`src/hw/vsrb_pkg.sv`:
```
// constants shared by the voltage setting register bank
package vsrb_pkg;
	// register indices as seen through the serial pointer
	localparam logic [7:0] VSRB_ADDR_VOLTAGE_SETTING_0 = 8'h00;
	localparam logic [7:0] VSRB_ADDR_VOLTAGE_SETTING_1 = 8'h01;
	localparam logic [7:0] VSRB_ADDR_VOLTAGE_SETTING_2 = 8'h02;
	localparam logic [7:0] VSRB_ADDR_VOLTAGE_SETTING_3 = 8'h03;
	localparam logic [7:0] VSRB_ADDR_PULLDOWN = 8'h04;
	localparam logic [7:0] VSRB_ADDR_THERMAL = 8'h05;
	localparam logic [7:0] VSRB_ADDR_RAMP = 8'h06;
	localparam logic [7:0] VSRB_ADDR_RESERVED = 8'h07;
	localparam logic [7:0] VSRB_ADDR_ID_A = 8'h08;
	localparam logic [7:0] VSRB_ADDR_ID_B = 8'h09;
	localparam int VSRB_NUM_SETTINGS = 4;

	// field layout of a voltage setting register
	localparam int VSRB_MODE_BIT = 7;
	localparam int VSRB_CODE_BITS_6 = 6;
	localparam int VSRB_CODE_BITS_7 = 7;
	localparam logic [7:0] VSRB_SET_MASK_6 = 8'h00bf;
	localparam logic [7:0] VSRB_SET_MASK_7 = 8'h00ff;
	localparam logic [6:0] VSRB_CODE_MASK_6 = 7'h3f;
	localparam logic [6:0] VSRB_CODE_MASK_7 = 7'h7f;
	localparam logic [5:0] VSRB_FULL_SCALE_CODE_6 = 6'h3f;

	// reset values
	localparam logic [7:0] VSRB_VOLTAGE_SETTING_0_RESET = 8'h002e;
	localparam logic [7:0] VSRB_VOLTAGE_SETTING_1_RESET = 8'h005a;
	localparam logic [7:0] VSRB_VOLTAGE_SETTING_2_RESET = 8'h0042;
	localparam logic [7:0] VSRB_VOLTAGE_SETTING_3_RESET = 8'h0042;
	localparam logic [7:0] VSRB_PULLDOWN_RESET = 8'h00e0;
	localparam logic [7:0] VSRB_THERMAL_RESET = 8'h0000;
	localparam logic [7:0] VSRB_RAMP_RESET = 8'h0000;

	// implemented bits of the auxiliary registers
	localparam logic [7:0] VSRB_PULLDOWN_MASK = 8'h00e0;
	localparam logic [7:0] VSRB_THERMAL_MASK = 8'h0007;
	localparam logic [7:0] VSRB_RAMP_MASK = 8'h00e6;

	// output voltage arithmetic in millivolts
	localparam logic [10:0] VSRB_STEP_MV = 11'h00a;
	localparam logic [10:0] VSRB_BASE_MV_6 = 11'h302;
	localparam logic [10:0] VSRB_BASE_MV_7 = 11'h1f4;
	localparam logic [10:0] VSRB_TOP_MV_6 = 11'h578;
	localparam logic [10:0] VSRB_TOP_MV_7 = 11'h6ea;

	// serial framing
	localparam logic [3:0] VSRB_BITS_PER_BYTE = 4'h8;
	localparam logic [3:0] VSRB_BIT_COUNT_ZERO = 4'h0;
	localparam logic [3:0] VSRB_BIT_COUNT_ONE = 4'h1;
	localparam int VSRB_RW_BIT = 0;
endpackage : vsrb_pkg

```
`src/hw/vsrb_select.sv`:
```
// selector stage: picks the active setting and forms the regulator target
`timescale 1ns/10ps
`default_nettype none
module vsrb_select import vsrb_pkg::*; #(
	parameter int p_code_bits = 7
) (
	input wire logic i_clock,
	input wire logic i_nrst,
	input wire logic i_selector_pin_low,
	input wire logic i_selector_pin_high,
	input wire logic [7:0] i_setting_0,
	input wire logic [7:0] i_setting_1,
	input wire logic [7:0] i_setting_2,
	input wire logic [7:0] i_setting_3,
	output logic o_forced_pwm,
	output logic [6:0] o_voltage_code,
	output logic [10:0] o_target_mv
);
	localparam logic [6:0] code_mask = (p_code_bits == VSRB_CODE_BITS_6) ?
		VSRB_CODE_MASK_6 : VSRB_CODE_MASK_7;
	localparam logic [10:0] base_mv = (p_code_bits == VSRB_CODE_BITS_6) ?
		VSRB_BASE_MV_6 : VSRB_BASE_MV_7;
	localparam logic [10:0] top_mv = (p_code_bits == VSRB_CODE_BITS_6) ?
		VSRB_TOP_MV_6 : VSRB_TOP_MV_7;

	logic [7:0] chosen;
	logic [6:0] next_voltage_code;
	logic [10:0] next_target_mv;

	// pin pair selects one of four settings, high pin is the msb
	always_comb begin
		case ({i_selector_pin_high, i_selector_pin_low})
			2'b00: chosen = i_setting_0;
			2'b01: chosen = i_setting_1;
			2'b10: chosen = i_setting_2;
			default: chosen = i_setting_3;
		endcase
		next_voltage_code = chosen[6:0] & code_mask;
		next_target_mv = base_mv + {4'h0, next_voltage_code} * VSRB_STEP_MV;
	end

	// registered so the regulator never sees a decode glitch; costs one cycle
	always_ff @(posedge i_clock) begin
		if (!i_nrst) begin
			o_forced_pwm <= 1'b0;
			o_voltage_code <= 7'h00;
			o_target_mv <= base_mv;
		end else begin
			o_forced_pwm <= chosen[VSRB_MODE_BIT];
			o_voltage_code <= next_voltage_code;
			o_target_mv <= next_target_mv;
		end
	end

	property p_first_setting;
		@(posedge i_clock) disable iff (!i_nrst)
		(i_nrst && !i_selector_pin_high && !i_selector_pin_low)
			|=> o_voltage_code == ($past(i_setting_0[6:0]) & code_mask);
	endproperty
	a_first_setting: assert property (p_first_setting) else $error("setting 0 not applied");

	property p_second_setting;
		@(posedge i_clock) disable iff (!i_nrst)
		(i_nrst && !i_selector_pin_high && i_selector_pin_low)
			|=> o_voltage_code == ($past(i_setting_1[6:0]) & code_mask)
			&& o_forced_pwm == $past(i_setting_1[VSRB_MODE_BIT]);
	endproperty
	a_second_setting: assert property (p_second_setting) else $error("setting 1 not applied");

	property p_mode_bit;
		@(posedge i_clock) disable iff (!i_nrst)
		(i_nrst && i_selector_pin_high && !i_selector_pin_low)
			|=> o_forced_pwm == $past(i_setting_2[VSRB_MODE_BIT]);
	endproperty
	a_mode_bit: assert property (p_mode_bit) else $error("mode bit not passed on");

	property p_target_formula;
		@(posedge i_clock) disable iff (!i_nrst)
		o_target_mv == base_mv + {4'h0, o_voltage_code} * VSRB_STEP_MV
			&& o_target_mv <= top_mv && o_target_mv >= base_mv;
	endproperty
	a_target_formula: assert property (p_target_formula) else $error("target voltage wrong");

	property p_pin_change;
		@(posedge i_clock) disable iff (!i_nrst)
		(i_nrst && ($changed(i_selector_pin_high) || $changed(i_selector_pin_low)))
			##1 ($stable(i_selector_pin_high) && $stable(i_selector_pin_low))
			|-> o_voltage_code == ($past(chosen[6:0]) & code_mask);
	endproperty
	a_pin_change: assert property (p_pin_change) else $error("pin change not followed");

	c_pin_change: cover property (@(posedge i_clock) disable iff (!i_nrst)
		$changed(i_selector_pin_high) ##1 $changed(o_voltage_code));
endmodule : vsrb_select
`default_nettype wire

```
`src/hw/vsrb_top.sv`:
```
// voltage setting register bank with serial slave and selector pins
`timescale 1ns/10ps
`default_nettype none
module vsrb_top import vsrb_pkg::*; #(
	parameter int p_code_bits = 7,
	parameter logic p_full_scale_default = 1'b0,
	parameter logic [6:0] p_slave_address = 7'h60, // arbitrary value
	parameter logic [7:0] p_identity_a = 8'h00a5, // arbitrary value
	parameter logic [7:0] p_identity_b = 8'h003c // arbitrary value
) (
	input wire logic i_clock,
	input wire logic i_nrst,
	input wire logic i_scl,
	input wire logic i_sda,
	output logic o_sda,
	output logic o_sda_oe,
	input wire logic i_selector_pin_low,
	input wire logic i_selector_pin_high,
	output logic o_forced_pwm,
	output logic [6:0] o_voltage_code,
	output logic [10:0] o_target_mv
);
	localparam logic [7:0] set_mask = (p_code_bits == VSRB_CODE_BITS_6) ?
		VSRB_SET_MASK_6 : VSRB_SET_MASK_7;

	typedef enum logic [3:0] {
		st_idle,
		st_addr,
		st_ack_addr,
		st_ptr,
		st_ack_ptr,
		st_wdata,
		st_ack_wdata,
		st_tx,
		st_mack
	} vsrb_state_t;

	vsrb_state_t state;
	logic [3:0] bit_count;
	logic [7:0] shift;
	logic [7:0] pointer;
	logic read_mode;
	logic master_ack;
	logic scl_q;
	logic sda_q;
	logic [7:0] setting [VSRB_NUM_SETTINGS];
	logic [7:0] pulldown_control;
	logic [7:0] thermal_control;
	logic [7:0] ramp_control;
	logic [7:0] read_byte;
	logic scl_rise;
	logic scl_fall;
	logic bus_start;
	logic bus_stop;
	logic wr_en;

	// reset value of each setting register
	function automatic logic [7:0] set_reset(input int idx);
		logic [7:0] value;
		value = VSRB_VOLTAGE_SETTING_0_RESET;
		if (idx == 1) begin
			value = VSRB_VOLTAGE_SETTING_1_RESET;
		end else if (idx == 2) begin
			value = VSRB_VOLTAGE_SETTING_2_RESET;
		end else if (idx == 3) begin
			value = VSRB_VOLTAGE_SETTING_3_RESET;
		end else if (p_code_bits == VSRB_CODE_BITS_6 && p_full_scale_default) begin
			value = {2'b00, VSRB_FULL_SCALE_CODE_6};
		end
		return value & set_mask;
	endfunction : set_reset

	// readback decode, used both at read start and after each master ack
	function automatic logic [7:0] read_reg(input logic [7:0] addr);
		logic [7:0] value;
		value = 8'h00;
		if (addr == VSRB_ADDR_VOLTAGE_SETTING_0) begin
			value = setting[0];
		end else if (addr == VSRB_ADDR_VOLTAGE_SETTING_1) begin
			value = setting[1];
		end else if (addr == VSRB_ADDR_VOLTAGE_SETTING_2) begin
			value = setting[2];
		end else if (addr == VSRB_ADDR_VOLTAGE_SETTING_3) begin
			value = setting[3];
		end else if (addr == VSRB_ADDR_PULLDOWN) begin
			value = pulldown_control;
		end else if (addr == VSRB_ADDR_THERMAL) begin
			value = thermal_control;
		end else if (addr == VSRB_ADDR_RAMP) begin
			value = ramp_control;
		end else if (addr == VSRB_ADDR_ID_A) begin
			value = p_identity_a;
		end else if (addr == VSRB_ADDR_ID_B) begin
			value = p_identity_b;
		end
		return value;
	endfunction : read_reg

	// line history for edge and start/stop detection; pins are synchronous
	always_ff @(posedge i_clock) begin
		if (!i_nrst) begin
			scl_q <= 1'b1;
			sda_q <= 1'b1;
		end else begin
			scl_q <= i_scl;
			sda_q <= i_sda;
		end
	end

	assign scl_rise = i_scl && !scl_q;
	assign scl_fall = !i_scl && scl_q;
	assign bus_start = i_scl && scl_q && sda_q && !i_sda;
	assign bus_stop = i_scl && scl_q && !sda_q && i_sda;
	assign wr_en = scl_fall && state == st_wdata && bit_count == VSRB_BITS_PER_BYTE;

	// readback byte; a process so the register reads inside the function are tracked
	always_comb begin
		read_byte = read_reg(pointer);
	end

	// open drain: the line is only ever pulled low
	always_ff @(posedge i_clock) begin
		if (!i_nrst) begin
			o_sda <= 1'b0;
		end else begin
			o_sda <= 1'b0;
		end
	end

	// serial slave; sample on scl rise, change sda on scl fall
	always_ff @(posedge i_clock) begin
		if (!i_nrst) begin
			state <= st_idle;
			bit_count <= VSRB_BIT_COUNT_ZERO;
			shift <= 8'h00;
			pointer <= 8'h00;
			read_mode <= 1'b0;
			master_ack <= 1'b0;
			o_sda_oe <= 1'b0;
		end else if (bus_stop) begin
			state <= st_idle;
			o_sda_oe <= 1'b0;
		end else if (bus_start) begin
			state <= st_addr;
			bit_count <= VSRB_BIT_COUNT_ZERO;
			o_sda_oe <= 1'b0;
		end else if (scl_rise) begin
			case (state)
				st_addr, st_ptr, st_wdata: begin
					shift <= {shift[6:0], i_sda};
					bit_count <= bit_count + VSRB_BIT_COUNT_ONE;
				end
				st_tx: begin
					bit_count <= bit_count + VSRB_BIT_COUNT_ONE;
				end
				st_mack: begin
					master_ack <= !i_sda;
					pointer <= pointer + 8'h01; // auto increment after each byte sent
				end
				default: begin
				end
			endcase
		end else if (scl_fall) begin
			case (state)
				st_addr: begin
					if (bit_count == VSRB_BITS_PER_BYTE) begin
						if (shift[7:1] == p_slave_address) begin
							read_mode <= shift[VSRB_RW_BIT];
							o_sda_oe <= 1'b1;
							state <= st_ack_addr;
						end else begin
							state <= st_idle; // not ours, wait for next start
						end
					end
				end
				st_ptr: begin
					if (bit_count == VSRB_BITS_PER_BYTE) begin
						pointer <= shift;
						o_sda_oe <= 1'b1;
						state <= st_ack_ptr;
					end
				end
				st_wdata: begin
					if (bit_count == VSRB_BITS_PER_BYTE) begin
						pointer <= pointer + 8'h01;
						o_sda_oe <= 1'b1;
						state <= st_ack_wdata;
					end
				end
				st_ack_addr: begin
					bit_count <= VSRB_BIT_COUNT_ZERO;
					if (read_mode) begin
						shift <= read_byte;
						o_sda_oe <= !read_byte[7];
						state <= st_tx;
					end else begin
						o_sda_oe <= 1'b0;
						state <= st_ptr;
					end
				end
				st_ack_ptr, st_ack_wdata: begin
					bit_count <= VSRB_BIT_COUNT_ZERO;
					o_sda_oe <= 1'b0;
					state <= st_wdata;
				end
				st_tx: begin
					if (bit_count == VSRB_BITS_PER_BYTE) begin
						o_sda_oe <= 1'b0;
						state <= st_mack;
					end else begin
						shift <= {shift[6:0], 1'b0};
						o_sda_oe <= !shift[6];
					end
				end
				st_mack: begin
					if (master_ack) begin
						bit_count <= VSRB_BIT_COUNT_ZERO;
						shift <= read_byte;
						o_sda_oe <= !read_byte[7];
						state <= st_tx;
					end else begin
						o_sda_oe <= 1'b0;
						state <= st_idle;
					end
				end
				default: begin
				end
			endcase
		end
	end

	// register file; reserved, identity and unmapped writes are dropped
	always_ff @(posedge i_clock) begin
		if (!i_nrst) begin
			for (int i = 0; i < VSRB_NUM_SETTINGS; i++) begin
				setting[i] <= set_reset(i);
			end
			pulldown_control <= VSRB_PULLDOWN_RESET;
			thermal_control <= VSRB_THERMAL_RESET;
			ramp_control <= VSRB_RAMP_RESET;
		end else if (wr_en) begin
			if (pointer <= VSRB_ADDR_VOLTAGE_SETTING_3) begin
				setting[pointer[1:0]] <= shift & set_mask;
			end else if (pointer == VSRB_ADDR_PULLDOWN) begin
				pulldown_control <= shift & VSRB_PULLDOWN_MASK;
			end else if (pointer == VSRB_ADDR_THERMAL) begin
				thermal_control <= shift & VSRB_THERMAL_MASK;
			end else if (pointer == VSRB_ADDR_RAMP) begin
				ramp_control <= shift & VSRB_RAMP_MASK;
			end
		end
	end

	// selection and target forming live in the selector stage
	vsrb_select #(
		.p_code_bits(p_code_bits)
	) u_select (
		.i_clock(i_clock),
		.i_nrst(i_nrst),
		.i_selector_pin_low(i_selector_pin_low),
		.i_selector_pin_high(i_selector_pin_high),
		.i_setting_0(setting[0]),
		.i_setting_1(setting[1]),
		.i_setting_2(setting[2]),
		.i_setting_3(setting[3]),
		.o_forced_pwm(o_forced_pwm),
		.o_voltage_code(o_voltage_code),
		.o_target_mv(o_target_mv)
	);

	property p_reset_values;
		@(posedge i_clock) disable iff (!i_nrst)
		$rose(i_nrst) |-> setting[0][VSRB_MODE_BIT] == 1'b0
			&& setting[0][5:0] == ((p_code_bits == VSRB_CODE_BITS_6 && p_full_scale_default) ?
			VSRB_FULL_SCALE_CODE_6 : VSRB_VOLTAGE_SETTING_0_RESET[5:0])
			&& setting[1] == (VSRB_VOLTAGE_SETTING_1_RESET & set_mask);
	endproperty
	a_reset_values: assert property (p_reset_values) else $error("setting reset wrong");

	property p_rewrite_active;
		@(posedge i_clock) disable iff (!i_nrst)
		(wr_en && pointer == {6'h00, i_selector_pin_high, i_selector_pin_low})
			##1 ($stable(i_selector_pin_high) && $stable(i_selector_pin_low))
			|=> o_voltage_code == $past(shift[6:0] & set_mask[6:0], 2)
			&& o_forced_pwm == $past(shift[VSRB_MODE_BIT], 2);
	endproperty
	a_rewrite_active: assert property (p_rewrite_active) else $error("rewrite not applied");

	property p_ack_after_address;
		@(posedge i_clock) disable iff (!i_nrst)
		(state == st_addr && scl_fall && bit_count == VSRB_BITS_PER_BYTE
			&& shift[7:1] == p_slave_address && !bus_start && !bus_stop)
			|=> o_sda_oe && state == st_ack_addr;
	endproperty
	a_ack_after_address: assert property (p_ack_after_address) else $error("no address ack");

	property p_idle_released;
		@(posedge i_clock) disable iff (!i_nrst)
		state == st_idle |-> !o_sda_oe && !o_sda;
	endproperty
	a_idle_released: assert property (p_idle_released) else $error("line held in idle");

	c_write_setting: cover property (@(posedge i_clock) disable iff (!i_nrst)
		wr_en && pointer <= VSRB_ADDR_VOLTAGE_SETTING_3);
	c_read_byte: cover property (@(posedge i_clock) disable iff (!i_nrst)
		state == st_tx ##[1:400] state == st_mack);
	c_forced_pwm: cover property (@(posedge i_clock) disable iff (!i_nrst)
		$rose(o_forced_pwm));
endmodule : vsrb_top
`default_nettype wire
```
`config.mk`:
```
export PLATFORM = sky130hd
export DESIGN_NAME = vsrb_top
export DESIGN_NICKNAME = d
export VERILOG_FILES = /design/src/hw/vsrb_pkg.sv /design/src/hw/vsrb_select.sv /design/src/hw/vsrb_top.sv
export SDC_FILE = /design/constraint.sdc
export NUM_CORES = 1
export LEC_CHECK = 0
export ABC_AREA = 1
export BUFFER_PORTS_ARGS = -buffer_cell sky130_fd_sc_hd__buf_4
export CELL_PAD_IN_SITES_DETAIL_PLACEMENT = 1
export CELL_PAD_IN_SITES_GLOBAL_PLACEMENT = 2
export CORE_UTILIZATION = 36
export CTS_CLUSTER_DIAMETER = 60
export DETAILED_ROUTE_END_ITERATION = 8
export PLACE_DENSITY_LB_ADDON = 0.1
export RECOVER_POWER = 100
export REMOVE_ABC_BUFFERS = 1
export SYNTH_ARGS = -nofsm -noshare
export SYNTH_HDL_FRONTEND = slang
export SYNTH_SLANG_ARGS = --single-unit
```
`constraint.sdc`:
```
create_clock -name i_clock -period 3.14 [get_ports i_clock]
set_input_delay 0.157 -clock i_clock [delete_from_list [all_inputs] [get_ports i_clock]]
set_output_delay 0.157 -clock i_clock [all_outputs]
set_load 0.005 [all_outputs]
```
* After elaboration in Yosys (flattened, before gate mapping) *
Memory sizes are Yosys's and may differ from the RTL's.
Cells that the tools add are included.

storage, ports and cells
  bits of input ports = 6
  output and inout port bits = 21
  RAM bits = 32
  bits in latches = 0
  memories = 1
  ROM bits = 0
  register bits after elaboration = 59

operators by class
  eq/ne operators = 40
  $lt $le $gt $ge = 1
  muxes and demuxes = 57
  reduce and logical (&&, ||, !) cells = 45
  multipliers = 1
  add/subtract/negate cells = 3
  div/mod/pow operators = 0
  bitwise gates (word level) = 7
  shift-type cells = 0

memory list
  name     words  width  rd ports  clocked after memory_dff  write ports  line            text
  setting  4      8      4         0                         4            vsrb_top.sv:46  logic [7:0] setting [VSRB_NUM_SETTINGS];

operator list
  operator               number
  $mux 8                 22
  $pmux 8 s3             2
  $mux 4                 9
  $pmux 4 s7             1
  $reduce_and 7->1       4
  $eq 8x3->1 const B     3
  $ne 3x3->1 const B     7
  $eq 4x3->1 const B     4
  $eq 8x2->1 const B     2
  $eq 8x4->1 const B     2
  $pmux 8 s2             1
  $mux 1                 15
  $add 9x11->11 const A  1
  $mul 7x3->10 const B   1
  $ne 2x1->1 const B     5
  $reduce_and 5->1       2
  $logic_and 1x1->1      9
  $ne 3x2->1 const B     3
  $reduce_or 3->1        3
  $add 8x1->8 const B    1
  $eq 4x2->1 const B     2
  $eq 4x4->1 const B     2
  $eq 8x1->1 const B     1
  $le 8x2->1 const B     1
  29 further kinds       51

* Logic depth before layout (Yosys ltp) *
Gate-level depths: netlist of run 1.

  depth in word-level cells = 14
  mapped depth = 20
  gate-level depth less buffers = 20

* Modules after synthesis *
Synthesis of run 1 repeated with hierarchy kept, for this count alone.

unflattened totals
  cell total of the unflattened synthesis = 725
  area total of the unflattened synthesis = 5287.6 um^2

modules (own cells, without submodules)
  module       cells an instance  times used  area an instance (um^2)  sequential area each (um^2)
  vsrb_top     549                1           4051.4                   1761.7
  vsrb_select  176                1           1236.2                   340.3

* Worst setup path before layout of run 1 *
OpenSTA, ideal clock, no wires.

  path kind = reg2reg
  from = mem setting[2][3]
  to = reg u_select.o_target_mv[9]
  library setup time = 0.115 ns
  buffers on the path = 0
  cell stages (with the launch flop) = 17
  setup slack = 0.555 ns
  data required time = 3.025 ns
  period minus slack after synthesis = 2.585 ns
  data arrival time = 2.470 ns
  cells stage by stage = edfxtp_1 > o21ai_0 > nand3_1 > o21ai_0 > inv_1 > ha_1 > ha_1 > fa_1 > xor2_1 > nor2_1 > nand3_1 > nand2_1 > nand3_1 > nand2_1 > inv_1 > o21ai_1 > nor2_1

RTL lines
  what                    line               text
  start: declaration      vsrb_top.sv:46
  end signal: assignment  vsrb_select.sv:47  o_target_mv <= base_mv;
  end signal: assignment  vsrb_select.sv:51  o_target_mv <= next_target_mv;
  end: declaration        vsrb_select.sv:17  output logic [10:0] o_target_mv

==> results of run 1 <==
## synthesized netlist by cell type (2+ instances only)
cell type,n
nand2_1,155
nor2_1,90
inv_1,84
dfxtp_1,57
a21oi_1,53
o21ai_0,46
nand3_1,38
edfxtp_1,32
ha_1,20
nor2_2,16
nor3_1,13
inv_2,12
nand4_1,12
nand2_2,9
nor2_4,7
buf_4,6
nand3_2,5
o211ai_1,5
xor2_1,5
clkbuf_1,4
nand2_4,4
nor4_1,4
a21oi_2,3
buf_2,3
clkinv_1,3
o21ai_1,3
inv_4,2
nand3b_1,2
nor2_8,2
nor3_2,2
nor3_4,2
o2111ai_1,2
xnor2_1,2
## worst max path at each step
stage,startpoint,end,slack (ns),cells after the start
2_1_floorplan,setting[2][3]$_SDFFCE_PN0P_,u_select.o_target_mv[9]$_SDFF_PN0_,0.56,16
3_3_place_gp,i_selector_pin_low,u_select.o_target_mv[9]$_SDFF_PN0_,0.42,19
3_5_place_dp,i_selector_pin_low,u_select.o_target_mv[9]$_SDFF_PN0_,0.32,18
4_1_cts,setting[2][3]$_SDFFCE_PN0P_,u_select.o_target_mv[9]$_SDFF_PN0_,0.37,15
5_1_grt,setting[2][3]$_SDFFCE_PN0P_,u_select.o_target_mv[9]$_SDFF_PN0_,0.03,15
6_report,bit_count[0]$_SDFFE_PN0P_,setting[0][3]$_SDFFCE_PN1P_,0.33,14
## power breakdown
| group | switching [W] | internal (W) | leakage, nW |
|---|---|---|---|
| Clock | 0.000492 | 0.000620 | 0.137 |
| Sequential | 0.0000276 | 0.00125 | 0.753 |
| Combinational | 0.000298 | 0.000165 | 1.69 |
## per-stage QoR
stage	utilization [%]	cells	cell area, sq um
finish	40.50	937	5887
global route	40.50	937	5887
CTS	41.37	937	6012
floorplan	-	707	5261
global placement	39.33	921	5717
detailed placement	39.33	921	5717
## registers in the layout, summed over array words and instances, names as in the netlist, 3 cells and up
name                     count
ramp_control                 5
thermal_control              3
pointer                      8
state                        4
setting                     32
u_select.o_target_mv         9
u_select.o_voltage_code      7
pulldown_control             3
shift                        8
bit_count                    4
## critical path: cells and delay by family (launching register included)
family        cells  cell delay [ns]
flops             1             0.36
simple gates      8             1.51
fa+ha+maj         1             0.14
buf+inv           5             0.48
## cell families after synthesis
logic type               synth area share (%)
other                                 0.07012
buffers and inverters                   8.961
adder cells (fa/ha/maj)                 5.054
AND/OR/NAND/NOR                         33.50
AO/OA/AOI/OAI                           11.96
XOR/XNOR                                1.146
flip-flops                              39.31
## routing by layer
metal  wire length (microns)  up-vias  global-route usage [%]
met5                       0        -                       0
met4                     420        0                   9.563
met3                     519       25                   2.473
met2                    7273       66                   35.52
met1                    7702     2294                   30.99
li1                        -     2394                       -
## layout make-up
class                   count  area (sq um)
multi-input cells         516          2671
well taps                 184         230.2
inverters                 102         389.1
clock buffers              10         229.0
repair buffers             30         198.9
clock inverters             6         66.31
flip-flops and latches     89          2102
fillers                  1860          8647
==> flow_summary.toml, run 1 <==
[timing]
period_minus_slack_ns = 2.809
finClkSkew_ns = 0.01007
layout_setup_ws_ns = 0.3308
slew_headroom_pct = 26.75
fin_tns_setup_ns = 0
rsz0062_at_grt = "false"
slew_violations = 0
hold_slack_ns = 0.01029
fin_crit_sh_pct = 89.46
tightest_slew_ns = 1.090
hold_viol = 0
fmax_ghz = 0.3560
finalSetupViolations = 0

[clocking]
cts_buffer_depth = 2
cts_buffers = 9
clock-sinks = 89
cts_hold_buffers = 0
root_buffer = "clkbuf_16"
cts_max_level = 3
clkTransAtPathRegs_ns = 0.07
postCtsSetupBuffers = 0
cts_tree = "built"
cts_resized = 0
clk_latency_ns = 0.35

[logic_synthesis]
yosys_warnings = 0
seq_area_frac_synth_pct = 39.31
yosysTopAreaCellShare_pct = 21.34
synth_largest_area_cell = "dfxtp_1"
synth_cell_type_count = 51
synth_area_sq_um = 5348
ys_ff_latch = 89
postSynth.asyncResetShare_pct = 0
synthFlopType = "dfxtp_1"
netlist_instances = 721
synth_edf_count = 32
avgSynthCellArea_sq_um = 7.417
ys_top_cells_by_area = "dfxtp_1 21%, edfxtp_1 18%, nand2_1 11%"

[layout]
layout_commonest_cell = "nand2_1"
n_antenna_cell = 0
syn_to_final_growth_pct = 10.08
final_cell_mix = "157 x nand2_1, 93 x nor2_1, 86 x inv_1"
num-nets-final = 775
final_layout_size_suffix_gt1_share_pct = 11.95

[min_path]
hp-start = "i_sda"
holdPathStages = 2
holdPathEnd = "master_ack$_SDFFE_PN0P_"
hold_class = "in -> reg"

[grt]
grt_first_pass_wirelength_microns = 25420
grt_pass1_vias = 4775
gr-usage-all-layers_pct = 22.48
globalRouteOverflowTotal = 0
antenna_found_initial = 0
grt_max_degree = 39

[worst_setup_path]
r2r_end = "setting[0][3]$_SDFFCE_PN1P_"
cp_slowest_cell = "nor3_1"
timing.rr.start = "bit_count[0]$_SDFFE_PN0P_"
crit_arrival_ns = 2.83
rrSetupSlack_ns = 0.33
critPathMostFrequentCell = "inv_2"
end_kind = "flop"
crit_path_cell_trace = "inv_1 > ha_1 > nand2_1 > nor2_4 > inv_2 > nor3_1 > nand2_2 > nor2_1 > inv_2 > nor2_4 > inv_4 > nor2_8 > inv_2 > nand2_1"
crit_fanout = 14
cp-start-kind = "flop"
required_ns = 3.16
critPathMaxStageDelay_ns = 0.43
path_class = "reg -> reg"
ff2ff_path_depth = 14

[route]
vias_per_cell = 5.100
route.antenna.remaining_nets = 0
drt_pre_antenna_iters = 5
routed_wl_microns = 15920
drt-wirelength-per-cell_microns = 16.99
drc_errors = 0
vias = 4779
drt-initial-drc-count = 259

[floorplanning]
coreArea_sq_um = 14530
start_util_pct = 36.79
die_x_microns = 123.9
rows = 44
fp.dieH_microns = 123.9
dieArea_sq_um = 15350
io_pins = 27

[power_and_ir_drop]
total_power_w = 0.002849
ir_drop_v = 0.0002593
power.density_nw_per_um2 = 484.0
power_leakage_nw = 2.577

[placed_design]
post-place-ws_ns = 0.3202
place.gp.congestion = 0.8208
io_buffers = 24
dp_hpwl_microns = 12180

[flow_run]
max_cap_viol_count = 0

[status]
status = "finished clean"
No activity file was read; power rests on OpenSTA's default activity.
==> run 2, diff against run 1 <==
- CORE_ASPECT_RATIO: not set -> 1.75
==> run 2 against run 1 <==
  * Final area is 0.28% lower
  * Via count is 1.2% higher
  * Combinational power is 3% higher
  * Largest cell class unchanged
  * Global-route usage is 0.78 points higher
  * Hold slack better by 0.013 ns
  * Setup slack worse by 0.096 ns
  * Sequential power hardly changed
  * Highest routed layer unchanged
  * Clock skew is 0.0025 ns lower
  * Power is 2.5% lower
==> flow_summary.toml, run 2 (synthesis results as in run 1) <==
[route]
vias_per_cell = 5.191
drt_pre_antenna_iters = 4
drc_errors = 0
drt-wirelength-per-cell_microns = 17.67
vias = 4838
drt-initial-drc-count = 176
route.antenna.remaining_nets = 0
routed_wl_microns = 16460

[min_path]
hold_class = "in -> reg"
hp-start = "i_sda"

[worst_setup_path]
path_class = "reg -> reg"
crit_fanout = 14
cp-startpoint = "bit_count[0]$_SDFFE_PN0P_"
crit_arrival_ns = 2.92
required_ns = 3.16
timing.rr.start = "bit_count[0]$_SDFFE_PN0P_"
end_kind = "flop"
cp-start-kind = "flop"

[layout]
syn_to_final_growth_pct = 9.780
largest_reg_flops = 32
top_register = "setting"
final_cell_mix = "156 x nand2_1, 92 x nor2_1, 89 x inv_1"
n_antenna_cell = 0
fill_cells = 1861
top_regs = "setting x32, u_select.o_target_mv x9"
layout_commonest_cell = "nand2_1"
final_layout_size_suffix_gt1_share_pct = 12.50
num-nets-final = 774

[timing]
hold_slack_ns = 0.02279
rsz0062_at_grt = "false"
slew_headroom_pct = 33.89
finClkSkew_ns = 0.007591
period_minus_slack_ns = 2.905
hold_viol = 0
fin_tns_setup_ns = 0
tightest_slew_ns = 0.9842
finalSetupViolations = 0
slew_violations = 0
fmax_ghz = 0.3442
fin_crit_sh_pct = 92.52

[floorplanning]
die_x_microns = 94.13
fp.dieH_microns = 163.2
coreArea_sq_um = 14440
io_pins = 27
rows = 58
start_util_pct = 37.03
dieArea_sq_um = 15360

[grt]
grt_pass1_vias = 5143
grt_first_pass_wirelength_microns = 26650
gr-usage-all-layers_pct = 23.27
globalRouteOverflowTotal = 0
antenna_found_initial = 0
grt_max_degree = 39

[power_and_ir_drop]
power_leakage_nw = 2.582
power.density_nw_per_um2 = 473.3
ir_drop_v = 0.0002270

[flow_run]
max_cap_viol_count = 0

[placed_design]
io_buffers = 24
place.gp.congestion = 0.8776
dp_hpwl_microns = 13020

[clocking]
cts_max_level = 3
cts_resized = 0
cts_hold_buffers = 0
root_buffer = "clkbuf_16"
cts_buffers = 9
cts_tree = "built"
clock-sinks = 89
cts_buffer_depth = 2
clk_latency_ns = 0.35
postCtsSetupBuffers = 0
clkTransAtPathRegs_ns = 0.07

[status]
status = "finished clean"
## run 2: changes by cell type in the layout (fill, tap and decap cells not counted), moves of 2 or more
cell,delta
clkbuf_1,-2
nor3_2,+2
clkinvlp_4,-2
inv_1,+3
nor3_1,-2
clkinv_2,+2
inv_4,+2
inv_2,-2
## run 2: worst max-delay path, cell delays in order, from the launching register on
cell and delay (ns):
dfxtp_1 0.35, inv_1 0.07, ha_1 0.14, nand2_1 0.05
nor2_1 0.31, inv_2 0.09, nor3_1 0.42, nand2_2 0.14
nor2_4 0.15, inv_2 0.14, nor2_4 0.13, inv_4 0.07
nor2_8 0.11, inv_1 0.12, nand2_1 0.28
## run 2: metal layers
| layer | wire (microns) | up-vias | global-route usage [%] |
|---|---|---|---|
| met5 | 0 | - | 0 |
| met4 | 627 | 0 | 10.70 |
| met3 | 334 | 34 | 3.678 |
| met2 | 8967 | 73 | 44.13 |
| met1 | 6534 | 2341 | 24.39 |
| li1 | - | 2390 | - |
## run 2: worst paths after layout
kind	slack (ns)	end	cells past startpoint
max	0.23	setting[0][5]$_SDFFCE_PN1P_	14
min	0.02	master_ack$_SDFFE_PN0P_	2
max reg2reg	0.23	setting[0][5]$_SDFFCE_PN1P_	14
min reg2reg	0.46	ramp_control[5]$_SDFFE_PN0P_	2
## run 2: cell type report
cell class | count | area, sq um | area share (%)
sequential | 89 | 2102 | 35.81
clock buffer | 9 | 225.2 | 3.836
timing repair buffer | 29 | 195.2 | 3.325
multi-input combinational | 516 | 2690 | 45.82
inverter | 102 | 389.1 | 6.628
tap | 180 | 225.2 | 3.836
clock inverter | 7 | 43.79 | 0.7460
## run 2: power breakdown
part           switching, W  total (W)  internal (W)
clock              0.000489    0.00103      0.000538
combinational      0.000308   0.000476      0.000168
sequential        0.0000286    0.00128       0.00125
total              0.000825    0.00278       0.00195
## run 2: stage by stage
| step | util [%] | setup WS (ns) | instance area, sq um | std cells | total power [W] |
|---|---|---|---|---|---|
| 2_1_floorplan | - | 0.5553 | 5261 | 707 | 0.001609 |
| 3_3_place_gp | 39.50 | 0.3560 | 5704 | 916 | 0.001790 |
| 3_5_place_dp | 39.50 | 0.2824 | 5704 | 916 | 0.001803 |
| 4_1_cts | 41.36 | 0.2758 | 5973 | 932 | 0.002851 |
| 5_1_grt | 40.65 | 0.04599 | 5871 | 932 | 0.002939 |
| 6_report | 40.65 | 0.2350 | 5871 | 932 | 0.002779 |
==> run 3, diff against run 2 <==
- PLACE_DENSITY: not set -> 0.83
- PLACE_DENSITY_LB_ADDON: 0.1 -> not set
==> run 3 against run 2 <==
  * Count of clock-buffer cells in the layout rose by 4
  * Critical path type unchanged
  * Register-to-register slack improved by 0.02 ns
  * Non-clock buffer count rose by 5
  * Core utilization rose by 0.30 points
  * Setup slack improved by 0.021 ns
  * Clock skew fell by 0.0019 ns
  * Sequential share of layout area fell by 0.27 points
  * Sequential cell count did not move
  * Critical endpoint is now setting[0][4]$_SDFFCE_PN0P_
  * Maximum frequency rose by 0.71%
  * Sequential power barely moved
==> flow_summary.toml, run 3 (synthesis results as in run 1) <==
[floorplanning]
start_util_pct = 37.03
coreArea_sq_um = 14440
dieArea_sq_um = 15360
rows = 58
io_pins = 27
die_x_microns = 94.13
fp.dieH_microns = 163.2

[layout]
largest_reg_flops = 32
syn_to_final_growth_pct = 10.60
top_register = "setting"
final_cell_mix = "156 x nand2_1, 94 x nor2_1, 88 x inv_1"
final_layout_size_suffix_gt1_share_pct = 11.90
layout_commonest_cell = "nand2_1"
num-nets-final = 779
n_antenna_cell = 0
top_regs = "setting x32, u_select.o_target_mv x9"

[clocking]
postCtsSetupBuffers = 0
cts_resized = 0
cts_buffers = 9
cts_max_level = 3
cts_hold_buffers = 0
cts_buffer_depth = 2
clkTransAtPathRegs_ns = 0.06
clk_latency_ns = 0.35
root_buffer = "clkbuf_16"
clock-sinks = 89
cts_tree = "built"

[min_path]
holdPathEnd = "master_ack$_SDFFE_PN0P_"
hp-start = "i_sda"
holdPathStages = 2
hold_class = "in -> reg"

[status]
status = "finished clean"

[worst_setup_path]
cp-start-kind = "flop"
rrSetupSlack_ns = 0.26
crit_fanout = 14
crit_arrival_ns = 2.90
required_ns = 3.15
path_class = "reg -> reg"
ff2ff_path_depth = 14
end_kind = "flop"
timing.rr.start = "bit_count[0]$_SDFFE_PN0P_"
r2r_end = "setting[0][4]$_SDFFCE_PN0P_"

[grt]
gr-usage-all-layers_pct = 24.48
globalRouteOverflowTotal = 0
grt_max_degree = 39
antenna_found_initial = 0
grt_pass1_vias = 5261
grt_first_pass_wirelength_microns = 27720

[route]
routed_wl_microns = 17500
drc_errors = 0
route.antenna.remaining_nets = 0
vias_per_cell = 5.224
drt_pre_antenna_iters = 4
drt-wirelength-per-cell_microns = 18.70
vias = 4890
drt-initial-drc-count = 153

[placed_design]
io_buffers = 24
dp_hpwl_microns = 13950
place.gp.congestion = 0.8759

[timing]
fmax_ghz = 0.3467
fin_tns_setup_ns = 0
finalSetupViolations = 0
hold_viol = 0
fin_crit_sh_pct = 91.86
slew_headroom_pct = 28.36
finClkSkew_ns = 0.005668
period_minus_slack_ns = 2.884
slew_violations = 0
rsz0062_at_grt = "false"
tightest_slew_ns = 1.066

[power_and_ir_drop]
total_power_w = 0.002861
power_leakage_nw = 2.606
ir_drop_v = 0.0002406
power.density_nw_per_um2 = 483.7

[flow_run]
max_cap_viol_count = 0
==> run 3: cell types whose count changed in the layout (fill, tap and decap cells not counted), moves of 2 or more <==
cell,previous run,this run
buf_4,6,11
clkbuf_1,6,11
clkbuf_4,17,14
a21oi_1,54,56
a21oi_2,2,0
clkbuf_16,9,11
inv_4,4,2
inv_6,2,0
nor2_1,92,94
nor2_2,15,13
nor3_2,2,0
==> run 3: where the power goes <==
part	total (W)	switching [W]	leakage (nW)	internal (W)
Clock	0.00109	0.000463	0.146	0.000627
Sequential	0.00128	0.0000320	0.753	0.00125
Combinational	0.000491	0.000322	1.71	0.000169
Total	0.00286	0.000817	2.61	0.00204
==> run 3: final cells by class <==
cell class	instances	area (sq um)
flip-flops and latches	89	2102
clock inverters	2	10.01
clock buffers	13	282.8
multi-input cells	516	2684
repair buffers	34	221.5
inverters	102	389.1
fillers	1844	8527
well taps	180	225.2
==> run 3: how the worst max path moves through the flow <==
stage,startpoint,endpoint,depth (start not counted)
after floorplan,setting[2][3]$_SDFFCE_PN0P_,u_select.o_target_mv[9]$_SDFF_PN0_,16
after global placement,i_selector_pin_high,u_select.o_target_mv[9]$_SDFF_PN0_,18
after detailed placement,i_selector_pin_high,u_select.o_target_mv[9]$_SDFF_PN0_,17
after CTS,setting[2][3]$_SDFFCE_PN0P_,u_select.o_target_mv[9]$_SDFF_PN0_,15
after global routing,bit_count[1]$_SDFFE_PN0P_,setting[0][6]$_SDFFCE_PN0P_,14
final,bit_count[0]$_SDFFE_PN0P_,setting[0][4]$_SDFFCE_PN0P_,14
==> run 3: metal layers <==
layer,GRT usage (%),part of all wire (%)
met1,22.19,34
met2,49.30,59
met3,3.259,2.2
met4,14.48,5.3
met5,0,0
==> run 3: per-stage QoR <==
stage | util [%] | hold WS [ns] | area [sq um] | cells | setup WS [ns]
floorplan | - | 0.2257 | 5261 | 707 | 0.5553
global placement | 39.76 | 0.3900 | 5742 | 921 | 0.3666
detailed placement | 39.76 | 0.3987 | 5742 | 921 | 0.2708
CTS | 41.79 | 0.02365 | 6035 | 936 | 0.3267
global route | 40.95 | 0.02565 | 5914 | 936 | 0.06155
finish | 40.95 | 0.01334 | 5914 | 936 | 0.2555
==> run 3: worst max-delay path: stages, from the launching register on <==
cell,delay (ns)
dfxtp_1,0.35
inv_1,0.07
ha_1,0.14
nand2_1,0.06
nor2_1,0.30
inv_1,0.17
nor3_4,0.23
nand2_2,0.12
nor2_4,0.11
inv_1,0.24
nor2_4,0.18
inv_4,0.07
nor2_8,0.12
inv_2,0.08
nand2_1,0.30
